## config.mk

```make
export PLATFORM = sky130hd
export DESIGN_NAME = pmc_power_mode_controller
export DESIGN_NICKNAME = d
export VERILOG_FILES = /design/src/hdl/pmc_pkg.sv /design/src/hdl/pmc_power_mode_controller.sv
export SDC_FILE = /design/constraint.sdc
export NUM_CORES = 1
export LEC_CHECK = 0
export BUFFER_PORTS_ARGS = -buffer_cell sky130_fd_sc_hd__buf_4
export CAP_MARGIN = 5
export CORE_MARGIN = 3
export CORE_UTILIZATION = 43
export CTS_BUF_LIST = sky130_fd_sc_hd__clkbuf_4 sky130_fd_sc_hd__clkbuf_8 sky130_fd_sc_hd__clkbuf_16
export DETAILED_ROUTE_END_ITERATION = 6
export PLACE_DENSITY = 0.8
export SKIP_LAST_GASP = 1
export SLEW_MARGIN = 10
export SYNTH_ARGS = -nofsm -noshare
export SYNTH_HDL_FRONTEND = slang
export SYNTH_SLANG_ARGS = --single-unit
```

## constraint.sdc

```tcl
create_clock -name core_clk -period 2.3 [get_ports core_clk]
set_clock_uncertainty 0.2 [all_clocks]
set_input_delay 0.23 -clock core_clk [delete_from_list [all_inputs] [get_ports core_clk]]
set_output_delay 0.23 -clock core_clk [all_outputs]
set_load 0.01 [all_outputs]
```

## src/hdl/pmc_pkg.sv

```systemverilog
// package: constants and types for the power mode controller
package pmc_pkg;

    // ------------------------------------------------------------
    // register map (word aligned byte addresses)
    // ------------------------------------------------------------
    localparam logic [3:0] PMC_ADR_PWR_CTRL = 4'h0;
    localparam logic [3:0] PMC_ADR_WAKE_CFG = 4'h4;
    localparam logic [3:0] PMC_ADR_FLSCALE  = 4'h8;
    localparam logic [3:0] PMC_ADR_STATUS   = 4'hC;

    // ------------------------------------------------------------
    // field positions
    // ------------------------------------------------------------
    localparam int PMC_PC_IDLE      = 0;
    localparam int PMC_PC_STOP      = 1;
    localparam int PMC_WC_RTC_FAIL  = 0;
    localparam int PMC_WC_RTC_ALARM = 1;
    localparam int PMC_WC_PORT      = 2;
    localparam int PMC_WC_CMP0      = 3;
    localparam int PMC_WC_RSTPIN    = 4;
    localparam int PMC_WC_SUSPEND   = 6;
    localparam int PMC_WC_SLEEP     = 7;
    localparam int PMC_FS_BYPASS    = 6;

    // ------------------------------------------------------------
    // reset values and counts
    // ------------------------------------------------------------
    localparam logic [7:0]  PMC_RST_BYTE   = 8'h00;
    localparam logic [15:0] PMC_RESET_VEC  = 16'h0000;
    localparam int          PMC_NUM_MODES  = 5;
    localparam int          PMC_FLAG_HIDE  = 2;
    localparam logic [1:0]  PMC_HIDE_LOAD  = 2'h2;
    localparam int          PMC_NUM_WAKE   = 5;

    // ------------------------------------------------------------
    // types
    // ------------------------------------------------------------
    typedef enum logic [2:0] {
        PMC_NORMAL, PMC_IDLE, PMC_STOP, PMC_SUSPEND, PMC_SLEEP
    } pmc_mode_type;

    typedef struct packed {
        logic rtc_fail;
        logic rtc_alarm;
        logic port_match;
        logic cmp0_rise;
    } pmc_wake_type;

    typedef struct packed {
        pmc_mode_type mode;
        logic [1:0]   pwr_ctrl;
        logic [4:0]   wake_en;
        logic [4:0]   wake_flag;
        logic         bypass;
        logic [1:0]   hide_cnt;
        logic         ack;
        logic [31:0]  dat;
        logic         rst_pin_s1;
        logic         rst_pin_s2;
        logic         rst_pin_d;
        logic         core_rst;
        logic         resume;
    } pmc_state_type;

endpackage : pmc_pkg

```

## src/hdl/pmc_power_mode_controller.sv

```systemverilog
// power mode controller: mode sequencing, wake-up and reset requests
//
// Implementation choices: the Wishbone register port and the address map.
`timescale 1ns/100ps
`default_nettype none

module pmc_power_mode_controller (
    input  wire logic                  core_clk,
    input  wire logic                  rst_n,
    input  wire logic                  clk_en,
    // classic wishbone slave
    input  wire logic                  wb_cyc_i,
    input  wire logic                  wb_stb_i,
    input  wire logic                  wb_we_i,
    input  wire logic [3:0]            wb_adr_i,
    input  wire logic [3:0]            wb_sel_i,
    input  wire logic [31:0]           wb_dat_i,
    output logic      [31:0]           wb_dat_o,
    output logic                       wb_ack_o,
    // chip-side events
    input  wire logic                  instr_done,
    input  wire logic                  irq_pending,
    input  wire logic                  ext_rst,
    input  wire logic                  watchdog_timer_expired,
    input  wire logic                  mcd_timeout,
    input  wire logic                  two_cell_mode,
    input  wire pmc_pkg::pmc_wake_type wake_evt,
    input  wire logic                  rst_pin_n,
    // controls towards the chip
    output pmc_pkg::pmc_mode_type      mode,
    output logic                       cpu_halt,
    output logic                       precise_osc_en,
    output logic                       int_osc_en,
    output logic                       sysclk_gate_n,
    output logic                       core_regulator_en,
    output logic                       resume_next,
    output logic                       core_reset_req,
    output logic [15:0]                reset_vector,
    output logic                       flash_bypass
);

    // ------------------------------------------------------------
    // state
    // ------------------------------------------------------------
    pmc_pkg::pmc_state_type s_r;
    pmc_pkg::pmc_state_type s_nxt;

    logic       wr_stb;
    logic       rd_stb;
    logic [4:0] evt_vec;
    logic       pin_fall;
    logic       any_wake;
    logic [7:0] wcfg_rd;

    // a write lands at the edge that sees ack high
    assign wr_stb   = wb_cyc_i && wb_stb_i && s_r.ack && wb_we_i
                      && wb_sel_i[0];
    assign rd_stb   = wb_cyc_i && wb_stb_i && !s_r.ack && !wb_we_i;
    assign pin_fall = s_r.rst_pin_d && !s_r.rst_pin_s2;
    assign evt_vec  = {pin_fall, wake_evt.cmp0_rise && two_cell_mode,
                       wake_evt.port_match, wake_evt.rtc_alarm,
                       wake_evt.rtc_fail};
    // reset pin wake is never masked
    assign any_wake = |(evt_vec[3:0] & s_r.wake_en[3:0]) || pin_fall;
    // flags hidden for two clocks after wake
    assign wcfg_rd  = (s_r.hide_cnt != 2'h0) ? 8'h00 :
                      {s_r.mode == pmc_pkg::PMC_SLEEP,
                       s_r.mode == pmc_pkg::PMC_SUSPEND, 1'b0,
                       s_r.wake_flag};

    // ------------------------------------------------------------
    // next state
    // ------------------------------------------------------------
    always_comb begin
        s_nxt            = s_r;
        s_nxt.rst_pin_s1 = rst_pin_n;
        s_nxt.rst_pin_s2 = s_r.rst_pin_s1;
        s_nxt.rst_pin_d  = s_r.rst_pin_s2;
        s_nxt.core_rst   = 1'b0;
        s_nxt.resume     = 1'b0;
        s_nxt.ack        = wb_cyc_i && wb_stb_i && !s_r.ack;
        if (s_r.hide_cnt != 2'h0) begin
            s_nxt.hide_cnt = s_r.hide_cnt - 2'h1;
        end
        // flags follow events in every mode
        s_nxt.wake_flag = s_r.wake_flag | evt_vec;
        if (rd_stb) begin
            unique case (wb_adr_i)
                pmc_pkg::PMC_ADR_PWR_CTRL: s_nxt.dat = {30'h0, s_r.pwr_ctrl};
                pmc_pkg::PMC_ADR_WAKE_CFG: s_nxt.dat = {24'h0, wcfg_rd};
                pmc_pkg::PMC_ADR_FLSCALE:  s_nxt.dat = {25'h0, s_r.bypass,
                                                        6'h00};
                pmc_pkg::PMC_ADR_STATUS:   s_nxt.dat = {29'h0, s_r.mode};
                default:                   s_nxt.dat = 32'h0000_0000;
            endcase
        end
        if (wr_stb) begin
            unique case (wb_adr_i)
                pmc_pkg::PMC_ADR_PWR_CTRL: begin
                    s_nxt.pwr_ctrl = wb_dat_i[1:0];
                end
                pmc_pkg::PMC_ADR_WAKE_CFG: begin
                    // enables come only from this write
                    s_nxt.wake_en = wb_dat_i[4:0];
                    // a halted core cannot select a mode; stop stays put
                    if (s_r.mode == pmc_pkg::PMC_NORMAL) begin
                        if (wb_dat_i[pmc_pkg::PMC_WC_SLEEP]) begin
                            s_nxt.mode = pmc_pkg::PMC_SLEEP;
                        end else if (wb_dat_i[pmc_pkg::PMC_WC_SUSPEND]) begin
                            s_nxt.mode = pmc_pkg::PMC_SUSPEND;
                        end
                    end
                    // a write of a zero clears a flag, new events win
                    s_nxt.wake_flag = (s_r.wake_flag & wb_dat_i[4:0])
                                      | evt_vec;
                end
                pmc_pkg::PMC_ADR_FLSCALE: begin
                    s_nxt.bypass = wb_dat_i[pmc_pkg::PMC_FS_BYPASS];
                end
                default: begin
                end
            endcase
        end
        unique case (s_r.mode)
            pmc_pkg::PMC_NORMAL: begin
                // entry waits for the writing instruction to finish
                if (instr_done && s_r.pwr_ctrl[pmc_pkg::PMC_PC_STOP]) begin
                    s_nxt.mode = pmc_pkg::PMC_STOP;
                end else if (instr_done
                             && s_r.pwr_ctrl[pmc_pkg::PMC_PC_IDLE]) begin
                    s_nxt.mode = pmc_pkg::PMC_IDLE;
                end
            end
            pmc_pkg::PMC_IDLE: begin
                if (ext_rst || watchdog_timer_expired) begin
                    s_nxt.core_rst = 1'b1;
                    s_nxt.mode     = pmc_pkg::PMC_NORMAL;
                    s_nxt.pwr_ctrl = 2'h0;
                end else if (irq_pending) begin
                    s_nxt.pwr_ctrl[pmc_pkg::PMC_PC_IDLE] = 1'b0;
                    s_nxt.resume   = 1'b1;
                    s_nxt.mode     = pmc_pkg::PMC_NORMAL;
                end
            end
            pmc_pkg::PMC_STOP: begin
                // nothing but a reset leaves stop
                if (ext_rst || mcd_timeout || watchdog_timer_expired) begin
                    s_nxt.core_rst = 1'b1;
                    s_nxt.mode     = pmc_pkg::PMC_NORMAL;
                    s_nxt.pwr_ctrl = 2'h0;
                end
            end
            pmc_pkg::PMC_SUSPEND,
            pmc_pkg::PMC_SLEEP: begin
                if (any_wake) begin
                    s_nxt.mode     = pmc_pkg::PMC_NORMAL;
                    s_nxt.resume   = 1'b1;
                    s_nxt.wake_en  = 5'h00;
                    s_nxt.hide_cnt = pmc_pkg::PMC_HIDE_LOAD;
                end
            end
            default: begin
                s_nxt.mode = pmc_pkg::PMC_NORMAL;
            end
        endcase
    end

    // ------------------------------------------------------------
    // registers
    // ------------------------------------------------------------
    always_ff @(posedge core_clk or negedge rst_n) begin
        if (!rst_n) begin
            s_r            <= '0;
            s_r.mode       <= pmc_pkg::PMC_NORMAL;
            s_r.rst_pin_s1 <= 1'b1;
            s_r.rst_pin_s2 <= 1'b1;
            s_r.rst_pin_d  <= 1'b1;
        end else if (clk_en) begin
            s_r <= s_nxt;
        end
    end

    // ------------------------------------------------------------
    // outputs
    // ------------------------------------------------------------
    assign mode              = s_r.mode;
    // only normal runs code
    assign cpu_halt          = s_r.mode != pmc_pkg::PMC_NORMAL;
    // idle leaves clocks and peripherals running
    assign precise_osc_en    = s_r.mode == pmc_pkg::PMC_NORMAL
                               || s_r.mode == pmc_pkg::PMC_IDLE;
    assign int_osc_en        = s_r.mode != pmc_pkg::PMC_SUSPEND
                               && s_r.mode != pmc_pkg::PMC_SLEEP;
    assign sysclk_gate_n     = int_osc_en;
    assign core_regulator_en = s_r.mode != pmc_pkg::PMC_SLEEP;
    assign resume_next       = s_r.resume;
    assign core_reset_req    = s_r.core_rst;
    assign reset_vector      = pmc_pkg::PMC_RESET_VEC;
    assign flash_bypass      = s_r.bypass;
    assign wb_ack_o          = s_r.ack;
    assign wb_dat_o          = s_r.dat;
endmodule // pmc_power_mode_controller

`default_nettype wire

```

==> summary.md, run 1 <==
| Metric | Value |
|---|---|
| PnR worst setup slack | 0.147 ns |
| Final setup TNS | 0 ns |
| Share of post-route cells with drive strength above 1 | 0.281 |
| Endpoints failing setup | 0 |
| Antenna cells | 0 |
| Period utilisation layout | 0.936 |
| Die width | 73.2 um |
| Hpwl dp | 3340 um |
| Clk Latency, worst-skew pair | 0.29 ns |
| Hold Path Cell Cnt | 3 |
| Cell Area, Synth | 1940 um2 |
| Post-DP Area | 2120 um2 |
| Post-cts gate resize count | 0 |
| Ranking of synthesized cells by area | dfrtp_1 (35%), buf_4 (21%), dfstp_2 (4.1%), nand2_1 (3.7%), mux2i_1 (3.6%) |
| Fin area | 2320 um2 |
| Clock slew at the register clock pins of the worst setup and hold paths | 0.07 ns |
| Worst vdd ir | 0.313 mV |
| Slew Viols, Final | 0 |
| Worst-path fanout max | 2 |
| Data arrival, critical path | 2.13 ns |
| DRT iter0 DRCs | 96 |
| I/O pin cnt | 117 |
| Number of buffers created by CTS | 5 |
| Clock root cell | clkbuf_8 |
| DR vias/cell | 5.03 |
| Slew HR | 0.665 |
| Mean Syn Cell Area | 9.15 um2 |
| Worst setup SP type | primary input |
| Pre-CTS setup slack | 0.268 ns |
| Post-synthesis register bit count | 30 |
| Type of the most critical hold path | primary input to register |
| GR Util All Layers | 0.169 |
| Critical Path RT | 2.27 ns |
| Pwr Density | 762 nW/um2 |
| Most frequent cell after synthesis | buf_4 |
| Post-synth top cells | buf_4 (53), dfrtp_1 (27), nand2_1 (19) |
| R2R Setup Slk | 0.24 ns |
| Vias in the first global route | 1423 |
| F_max | 464 MHz |
| Full die area | 5360 um2 |
| FP Rows | 23 |
| Hold Path End | s_r[42]$_DFFE_PN0P_ |
| Final ANT Viol Nets | 0 |
| Nets | 319 |
| Synth Flop Type | dfrtp_1 |
| Unique cell type count in the Yosys netlist | 48 |
| MaxCap Viol Count | 0 |
| Largest net degree at the start of global routing | 31 |
| Ys async rst share | 1.00 |
| Crit end category | register |
| Max H-tree Level | 2 |
| Endpoints failing hold | 0 |
| RSZ-0062 raised after global routing | no |
| Top cell type's share of synthesized area | 0.348 |
| Initial antenna violation count | 0 |
| Mapped Cells | 212 |
| Depth of the most critical reg-to-reg path | 6 |
| Register area share after synthesis | 0.389 |
| Min-Delay Startpoint | wb_dat_i[1] |
| DIE HEIGHT | 73.2 um |
| EDFF count, synth | 0 |
| Final WL | 4380 um |
| Pre-Repair DR Iteration Count | 5 |
| DRC viols | 0 |
| Critical R2R Capture | s_r[44]$_DFFE_PN0P_ |
| Layout filler cell count | 398 |
| Worst Max-Slew Pin Slew | 0.499 ns |
| Leak | 1.14 nW |
| Layout area overhead | 19.7% |
| Initial core utilization | 0.465 |
| Core area | 4170 um2 |
| Setup bufs post-CTS | 0 |
| CP Class | primary input to register |
| Routed len/inst | 14.0 um |
| Clock tree buffer depth | 2 |
| DR vias | 1574 |
| IO buf count | 47 |
| Gpl congestion | 0.843 |
| CTS sink cnt | 30 |
| Grt ovf | 0 |
| Worst r2r src | wb_ack_o$_DFFE_PN0P_ |
| Post-layout minimum cycle time | 2.15 ns |
| Syn. warnings | 0 |
| Post-synth top area cell | dfrtp_1 |
| First-pass GRT wire length | 6720 um |
| Status | completed |
| CTS tree | built |
==> kinds of logic (layout without fill, tap and decap cells) <==
kind of cell | Yosys count | in the layout | share of synthesized area
AND/OR/NAND/NOR | 68 | 68 | 0.193
buffers and inverters | 62 | 73 | 0.224
AO/OA/AOI/OAI | 40 | 40 | 0.133
flip-flops | 30 | 30 | 0.389
multiplexers | 11 | 11 | 0.0593
other | 1 | 41 | 0.00193
==> power breakdown <==
group	total, mW	switching (mW)	internal (mW)
combinational	0.570	0.296	0.274
clock	0.525	0.206	0.318
sequential	0.675	0.0891	0.586
==> worst max-delay path: stages <==
cell and delay (ns):
dlygate4sd3_1 0.54, buf_4 0.14, nand3_1 0.06, dlygate4sd3_1 0.55, nand2_1 0.06, dlygate4sd3_1 0.56
==> worst max-delay path by stage <==
stage	start	to	slack, ns	cells after the start
floorplan	mode[1]$_DFFE_PN0P_	s_r[39]$_DFFE_PN0P_	0.45	6
global placement	mode[1]$_DFFE_PN0P_	mode[1]$_DFFE_PN0P_	0.37	5
detailed placement	mode[1]$_DFFE_PN0P_	mode[0]$_DFFE_PN0P_	0.27	5
CTS	two_cell_mode	s_r[44]$_DFFE_PN0P_	0.21	6
global route	two_cell_mode	s_r[44]$_DFFE_PN0P_	0.11	6
finish	two_cell_mode	s_r[44]$_DFFE_PN0P_	0.15	6
==> registers in the layout (all words and copies together) (netlist names) <==
name	flops
core_reset_req	1
s_nxt	2
s_r	14
mode	3
resume_next	1
wb_dat_o	7
wb_ack_o	1
flash_bypass	1
==> timing repair <==
action / 4_1_cts / 5_1_grt
hold buffers: 9 / 0
setup endpoints to repair: 0 / 0
endpoints found under the hold margin: 36 / 0
==> per-stage QoR <==
step | cells | power, mW | util | hold slack (ns)
2_1_floorplan | 252 | 1.07 | - | -0.266
3_3_place_gp | 296 | 1.22 | 0.509 | -0.0211
3_5_place_dp | 296 | 1.24 | 0.509 | -0.0204
4_1_cts | 313 | 1.78 | 0.557 | 0.000292
5_1_grt | 313 | 1.88 | 0.557 | 0.0129
6_report | 313 | 1.77 | 0.557 | 0.00824
==> routing by layer <==
layer / routed length (um) / GRT usage / vias to the layer above
met5: 0 / 0 / -
met4: 54 / 0.0738 / 0
met3: 349 / 0.0592 / 7
met2: 2230 / 0.273 / 77
met1: 1750 / 0.202 / 742
li1: - / - / 748
==> layout by cell type, fill, tap and decap left out, types with 2 or more instances in the layout <==
cell and count:
clkbuf_8 5, clkinv_2 2, inv_1 4, nor2b_1 3
and2_1 2, nor3_1 5, o21ai_0 9, or4_1 2
dfstp_2 3, nand2b_1 2, mux2i_1 7, nor2_1 12
a21oi_1 8, o21ai_1 4, o31ai_1 3, conb_1 41
dlygate4sd3_1 9, a22oi_1 2, dfrtp_1 27, nand3_1 7
buf_4 52, mux2_2 4, nand2_1 19, a222oi_1 2
a31oi_1 3, a22o_1 2
==> cell type report <==
type / count / area (um2) / share of cell area
clock buffers: 5 / 68.8 / 0.0296
clock inverters: 3 / 40.0 / 0.0172
inverters: 4 / 15.0 / 0.00646
multi-input cells: 160 / 902 / 0.388
flip-flops and latches: 30 / 754 / 0.325
well taps: 50 / 62.6 / 0.0269
repair buffers: 61 / 480 / 0.207
(Power assumes the default switching activity.)
==> run 2, diff against run 1 <==
Settings changed: ABC_AREA set to 1, CORE_UTILIZATION 43 to 44.
==> summary.md, run 2 <==
| Metric | Value |
|---|---|
| Status | completed |
| Register area share after synthesis | 0.375 (-0.0138) |
| Leak | 1.25 nW (+8.9%) |
| Fin area | 2320 um2 (-0.22%) |
| Clk Latency, worst-skew pair | 0.28 ns (about the same) |
| Post-layout minimum cycle time | 2.05 ns (-0.101 ns) |
| Post-synth top cells | nand2_1 (62), buf_4 (53), dfrtp_1 (27) |
| Crit end category | register |
| Clock root cell | clkbuf_8 |
| Mapped Cells | 265 (+25%) |
| Critical Path RT | 2.26 ns (about the same) |
| Most common cell after layout, fill and taps aside | nand2_1 |
| CTS tree | built |
| Clock slew at the register clock pins of the worst setup and hold paths | 0.07 ns (about the same) |
| Grt ovf | 0 (unchanged) |
| CTS sink cnt | 30 (unchanged) |
| Most frequent cell after synthesis | nand2_1 |
| Top reg by flops | s_r |
| DRT iter0 DRCs | 94 (-2.1%) |
| DR vias | 1612 (+2.4%) |
| RSZ-0062 raised after global routing | no |
| F_max | 487 MHz (+4.9%) |
| Largest net degree at the start of global routing | 31 (unchanged) |
| Final ANT Viol Nets | 0 (unchanged) |
| Unique cell type count in the Yosys netlist | 26 (-46%) |
| Slew Viols, Final | 0 (unchanged) |
| Max stage delay on crit path | 0.55 ns (about the same) |
| Period utilisation layout | 0.892 (-0.0441) |
| Gpl congestion | 0.879 (+4.4%) |
| Most frequent cells in the layout | nand2_1 (62), buf_4 (47), conb_1 (41) |
| Mean Syn Cell Area | 7.59 um2 (-17%) |
| GR Util All Layers | 0.163 (-0.00600) |
| Routed len/inst | 11.5 um (-18%) |
| Initial core utilization | 0.479 (+0.0138) |
| Initial antenna violation count | 0 (unchanged) |
| Top cell type's share of synthesized area | 0.336 (-0.0123) |
| CP Class | register to register |
| Die width | 73.6 um (+0.60%) |
| Largest register FFs | 14 (unchanged) |
| DR vias/cell | 4.45 (-11%) |
| Nets | 368 (+15%) |
| Endpoints failing setup | 0 (unchanged) |
| Number of buffers created by CTS | 5 (unchanged) |
| Ranking of synthesized cells by area | dfrtp_1 (34%), buf_4 (20%), nand2_1 (12%), o21ai_0 (5.2%), nor2_1 (4.5%) |
| Util after Layout | 0.552 (-0.00501) |
| Core area | 4200 um2 (+0.69%) |
| Pre-CTS setup slack | 0.647 ns (+0.379 ns) |
| Worst setup SP type | register |
| FP Rows | 23 (unchanged) |
| Data arrival, critical path | 2.02 ns (-0.11 ns) |
| Worst vdd ir | 0.341 mV (+9.1%) |
| Clock tree buffer depth | 2 (unchanged) |
| Post-synth top area cell | dfrtp_1 |
| Endpoints failing hold | 0 (unchanged) |
| Share of post-route cells with drive strength above 1 | 0.240 (-0.0410) |
| DIE HEIGHT | 73.6 um (+0.60%) |
| Syn. warnings | 0 (unchanged) |
| Pre-Repair DR Iteration Count | 4 (-1) |
| First-pass GRT wire length | 6770 um (+0.71%) |
| Antenna cells | 0 (unchanged) |
| Synth Flop Type | dfrtp_1 |
| Worst-path fanout max | 12 (+10) |
| Highest-delay cell along the critical path | dlygate4sd3_1 |
| Cell Area, Synth | 2010 um2 (+3.7%) |
| Setup bufs post-CTS | 0 (unchanged) |
| Max H-tree Level | 2 (unchanged) |
| Layout area overhead | 15.2% |
| MaxCap Viol Count | 0 (unchanged) |
| Final setup TNS | 0 ns (unchanged) |
| Ys async rst share | 1.00 (unchanged) |
| EDFF count, synth | 0 (unchanged) |
| Critical-path cell list | nand3_1 -> nor2_4 -> nand3_2 -> o21ai_0 -> nand2_1 -> dlygate4sd3_1 |
| I/O pin cnt | 117 (unchanged) |
| Final WL | 4160 um (-5.0%) |
| Post-synthesis register bit count | 30 (unchanged) |
| DRC viols | 0 (unchanged) |
| Full die area | 5420 um2 (+1.2%) |
| Pwr Density | 698 nW/um2 (-8.3%) |
| Post-DP Area | 2150 um2 (+1.3%) |
| Hpwl dp | 3200 um (-4.0%) |
| Vias in the first global route | 1506 (+5.8%) |
| IO buf count | 47 (unchanged) |
| Type of the most critical hold path | primary input to register |
| PnR worst setup slack | 0.248 ns (+0.101 ns) |
[run 2: cell count changes after synthesis, sizes merged, moves of 4 or more]
cell   previous run  this run
nand3             7        13
mux2              4         0
nand2            20        67
nor2             12        29
o21ai            13        23
mux2i             7         0
inv               4        26
nor3              5         1
[run 2: worst paths after layout]
path,slack (ns),depth (start not counted),end,startpoint
max,0.25,6,s_r[43]$_DFFE_PN0P_,wb_ack_o$_DFFE_PN0P_
min,0.01,3,s_r[42]$_DFFE_PN0P_,wb_dat_i[1]
min in group asynchronous,0.22,2,wb_dat_o[2]$_DFFE_PN0P_,rst_n
max reg2reg,0.25,6,s_r[43]$_DFFE_PN0P_,wb_ack_o$_DFFE_PN0P_
min reg2reg,0.26,2,s_nxt[3]$_DFFE_PN1P_,s_nxt[3]$_DFFE_PN1P_
max in group asynchronous,1.36,2,s_nxt[3]$_DFFE_PN1P_,rst_n
[run 2: cell type report]
| type | instances | area (um2) |
|---|---|---|
| timing repair buffer | 55 | 433 |
| sequential | 30 | 754 |
| inverter | 26 | 97.6 |
| tap | 50 | 62.6 |
| clock inverter | 2 | 10.0 |
| clock buffer | 6 | 76.3 |
| multi-input combinational | 193 | 885 |
| fill | 413 | 1880 |
[run 2: critical path: cells and delay by family (launching register included)]
kind | cells | cell delay, ns
and+or+nand+nor | 4 | 0.61
buffers and inverters | 1 | 0.55
DFF | 1 | 0.36
AOI/OAI and AO/OA | 1 | 0.22
[run 2: where the power goes]
part | switching, mW | total (mW) | internal (mW)
clock | 0.200 | 0.421 | 0.221
sequential | 0.0607 | 0.669 | 0.608
combinational | 0.314 | 0.529 | 0.215
[run 2: timing repair]
item / in CTS / in global routing
gates resized for setup: 0 / 0
hold buffers: 8 / 0
endpoints found under the hold margin: 36 / 0
[run 2: stage by stage]
stage | power, mW | std cells | hold WS [ns]
CTS | 1.64 | 362 | 0.00103
global route | 1.75 | 362 | 0.0104
finish | 1.62 | 362 | 0.0107
detailed placement | 1.20 | 346 | -0.0150
global placement | 1.18 | 346 | -0.0203
floorplan | 1.07 | 305 | -0.266
[run 2: logic make-up after synthesis]
group	Yosys count	share of synthesized area
AOI/OAI and AO/OA	37	0.0989
buffers and inverters	82	0.260
DFF	30	0.375
other	1	0.00186
and+or+nand+nor	115	0.264
[run 2: routing by layer]
layer | wire (um) | track usage
met5 | 0 | 0
met3 | 372 | 0.0575
met1 | 1840 | 0.212
met2 | 1940 | 0.253
met4 | 18 | 0.0523
==> run 3, diff against run 2 <==
Settings changed: ABC_AREA 1 to unset, CORE_UTILIZATION 44 to 35, PLACE_DENSITY 0.8 to unset, PLACE_DENSITY_LB_ADDON set to 0.08.
==> summary.md, run 3 (synthesis gave the netlist of run 1 again) <==
| Metric | Value |
|---|---|
| I/O pin cnt | 117 (unchanged) |
| Layout filler cell count | 536 (+30%) |
| Pre-CTS setup slack | 0.381 ns (-0.266 ns) |
| RSZ-0062 raised after global routing | no |
| Type of the most critical hold path | primary input to register |
| F_max | 463 MHz (-5.0%) |
| Top reg by flops | s_r |
| Gpl congestion | 0.805 (-8.4%) |
| Top delay family on crit path | buffers and inverters |
| DRT iter0 DRCs | 103 (+9.6%) |
| Post-DP Area | 2180 um2 (+1.3%) |
| Worst setup SP type | primary input |
| Period utilisation layout | 0.939 (+0.0468) |
| Endpoints failing hold | 0 (unchanged) |
| Nets | 322 (-13%) |
| Data arrival, critical path | 2.11 ns (+0.09 ns) |
| CTS sink cnt | 30 (unchanged) |
| Core area | 5240 um2 (+25%) |
| DR vias/cell | 4.50 (+1.1%) |
| Slew Viols, Final | 0 (unchanged) |
| First-pass GRT wire length | 7030 um (+3.9%) |
| MaxCap Viol Count | 0 (unchanged) |
| Clock power frac | 0.257 (-0.003) |
| Clk Latency, worst-skew pair | 0.28 ns (about the same) |
| CTS tree | built |
| Filler-free cell count of the finished design | 336 (-7.2%) |
| Net Sw Frac | 0.339 (-0.0158) |
| Number of buffers created by CTS | 5 (unchanged) |
| Antenna cells | 0 (unchanged) |
| Routed len/inst | 13.3 um (+16%) |
| DIE HEIGHT | 80.5 um (+9.3%) |
| Worst-path fanout max | 2 (-10) |
| Status | completed |
| Final WL | 4470 um (+7.4%) |
| PnR worst setup slack | 0.141 ns (-0.108 ns) |
| Worst vdd ir | 0.409 mV (+20%) |
| Power Total | 1.71 mW (+5.8%) |
| Gate power share | 0.362 (+0.035) |
| Leak | 1.15 nW (-7.5%) |
| Full die area | 6470 um2 (+19%) |
| Setup bufs post-CTS | 0 (unchanged) |
| R2R Setup Slk | 0.23 ns (-0.02 ns) |
| Worst path bufs/invs | 4 (+3) |
| DRC viols | 0 (unchanged) |
| CP Class | primary input to register |
| Critical Path RT | 2.25 ns (about the same) |
| Seq pwr share | 0.381 (-0.032) |
| Vias in the first global route | 1423 (-5.5%) |
| Initial core utilization | 0.371 (-0.108) |
| Critical-path cell list | dlygate4sd3_1 -> buf_4 -> nand3_1 -> dlygate4sd3_1 -> nand2_1 -> dlygate4sd3_1 |
| Most common cell after layout, fill and taps aside | buf_4 |
| Final setup TNS | 0 ns (unchanged) |
| Layout area overhead | 21.1% |
| Share of post-route cells with drive strength above 1 | 0.293 (+0.0528) |
| Largest register FFs | 14 (unchanged) |
| Max H-tree Level | 2 (unchanged) |
| Largest net degree at the start of global routing | 31 (unchanged) |
| Crit end category | register |
| Max stage delay on crit path | 0.56 ns (about the same) |
| Initial antenna violation count | 0 (unchanged) |
| Util after Layout | 0.449 (-0.103) |
| Highest-delay cell along the critical path | dlygate4sd3_1 |
| Die width | 80.5 um (+9.3%) |
| Final ANT Viol Nets | 0 (unchanged) |
| Cell Int Power | 1.13 mW (+8.4%) |
| Endpoints failing setup | 0 (unchanged) |
| Clock tree buffer depth | 2 (unchanged) |
| CP dominant cell by count | dlygate4sd3_1 |
| Pwr Density | 729 nW/um2 (+4.4%) |
| Clock root cell | clkbuf_8 |
| Clock slew at the register clock pins of the worst setup and hold paths | 0.06 ns (about the same) |
| FP Rows | 26 (+13%) |
| Fin area | 2350 um2 (+1.4%) |
| Grt ovf | 0 (unchanged) |
| Most frequent cells in the layout | buf_4 (56), conb_1 (41), dfrtp_1 (27) |
| # placed instances | 320 (-7.5%) |
| DR vias | 1512 (-6.2%) |
| IO buf count | 47 (unchanged) |
| Pre-Repair DR Iteration Count | 4 (unchanged) |
| Net load switching power | 581 uW (+1.1%) |
| WHS | 0.00846 ns (-0.00220 ns) |
| Post-layout minimum cycle time | 2.16 ns (+0.108 ns) |
| Hpwl dp | 3450 um (+7.6%) |
| GR Util All Layers | 0.144 (-0.0188) |
## run 3: final timing paths
kind | endpoint | start | cells after the start
hold reg to reg | wb_dat_o[4]$_DFFE_PN0P_ | s_r[45]$_DFFE_PN0P_ | 1
min in group asynchronous | wb_dat_o[0]$_DFFE_PN0P_ | rst_n | 2
hold / removal | s_r[43]$_DFFE_PN0P_ | wb_dat_i[2] | 3
max in group asynchronous | s_nxt[3]$_DFFE_PN1P_ | rst_n | 2
setup / recovery | s_r[44]$_DFFE_PN0P_ | two_cell_mode | 6
setup reg to reg | s_r[44]$_DFFE_PN0P_ | wb_ack_o$_DFFE_PN0P_ | 7
## run 3: repair_timing
item	CTS	global route
endpoints found under the setup margin	0	0
hold endpoints to repair	32	0
hold buffers	8	0
gates resized for setup	0	0
## run 3: final cells by class
cell class / count / area [um2] / share of cell area
multi-input cells: 160 / 902 / 0.384
flip-flops and latches: 30 / 754 / 0.321
repair buffers: 64 / 500 / 0.213
clock buffers: 8 / 91.3 / 0.0389
well taps: 70 / 87.6 / 0.0373
inverters: 4 / 15.0 / 0.00639
## run 3: power by group through the flow
stage,combinational (mW),clock (mW),sequential (mW)
6_report,0.620,0.441,0.653
5_1_grt,0.692,0.491,0.667
4_1_cts,0.625,0.457,0.653
3_5_place_dp,0.614,0,0.663
3_3_place_gp,0.613,0,0.661
2_1_floorplan,0.433,0,0.634
## run 3: layer usage
metal	share of wire	track usage
met5	0	0
met4	0.011	0.0456
met3	0.076	0.0404
met2	0.47	0.228
met1	0.44	0.190
## run 3: worst reg2reg max path, delay by kind of cell, from the launching register on
| family | cells | cell delay (ns) |
|---|---|---|
| AO/OA/AOI/OAI | 1 | 0.14 |
| buffers and inverters | 2 | 0.75 |
| flip-flops | 1 | 0.38 |
| AND/OR/NAND/NOR | 4 | 0.48 |
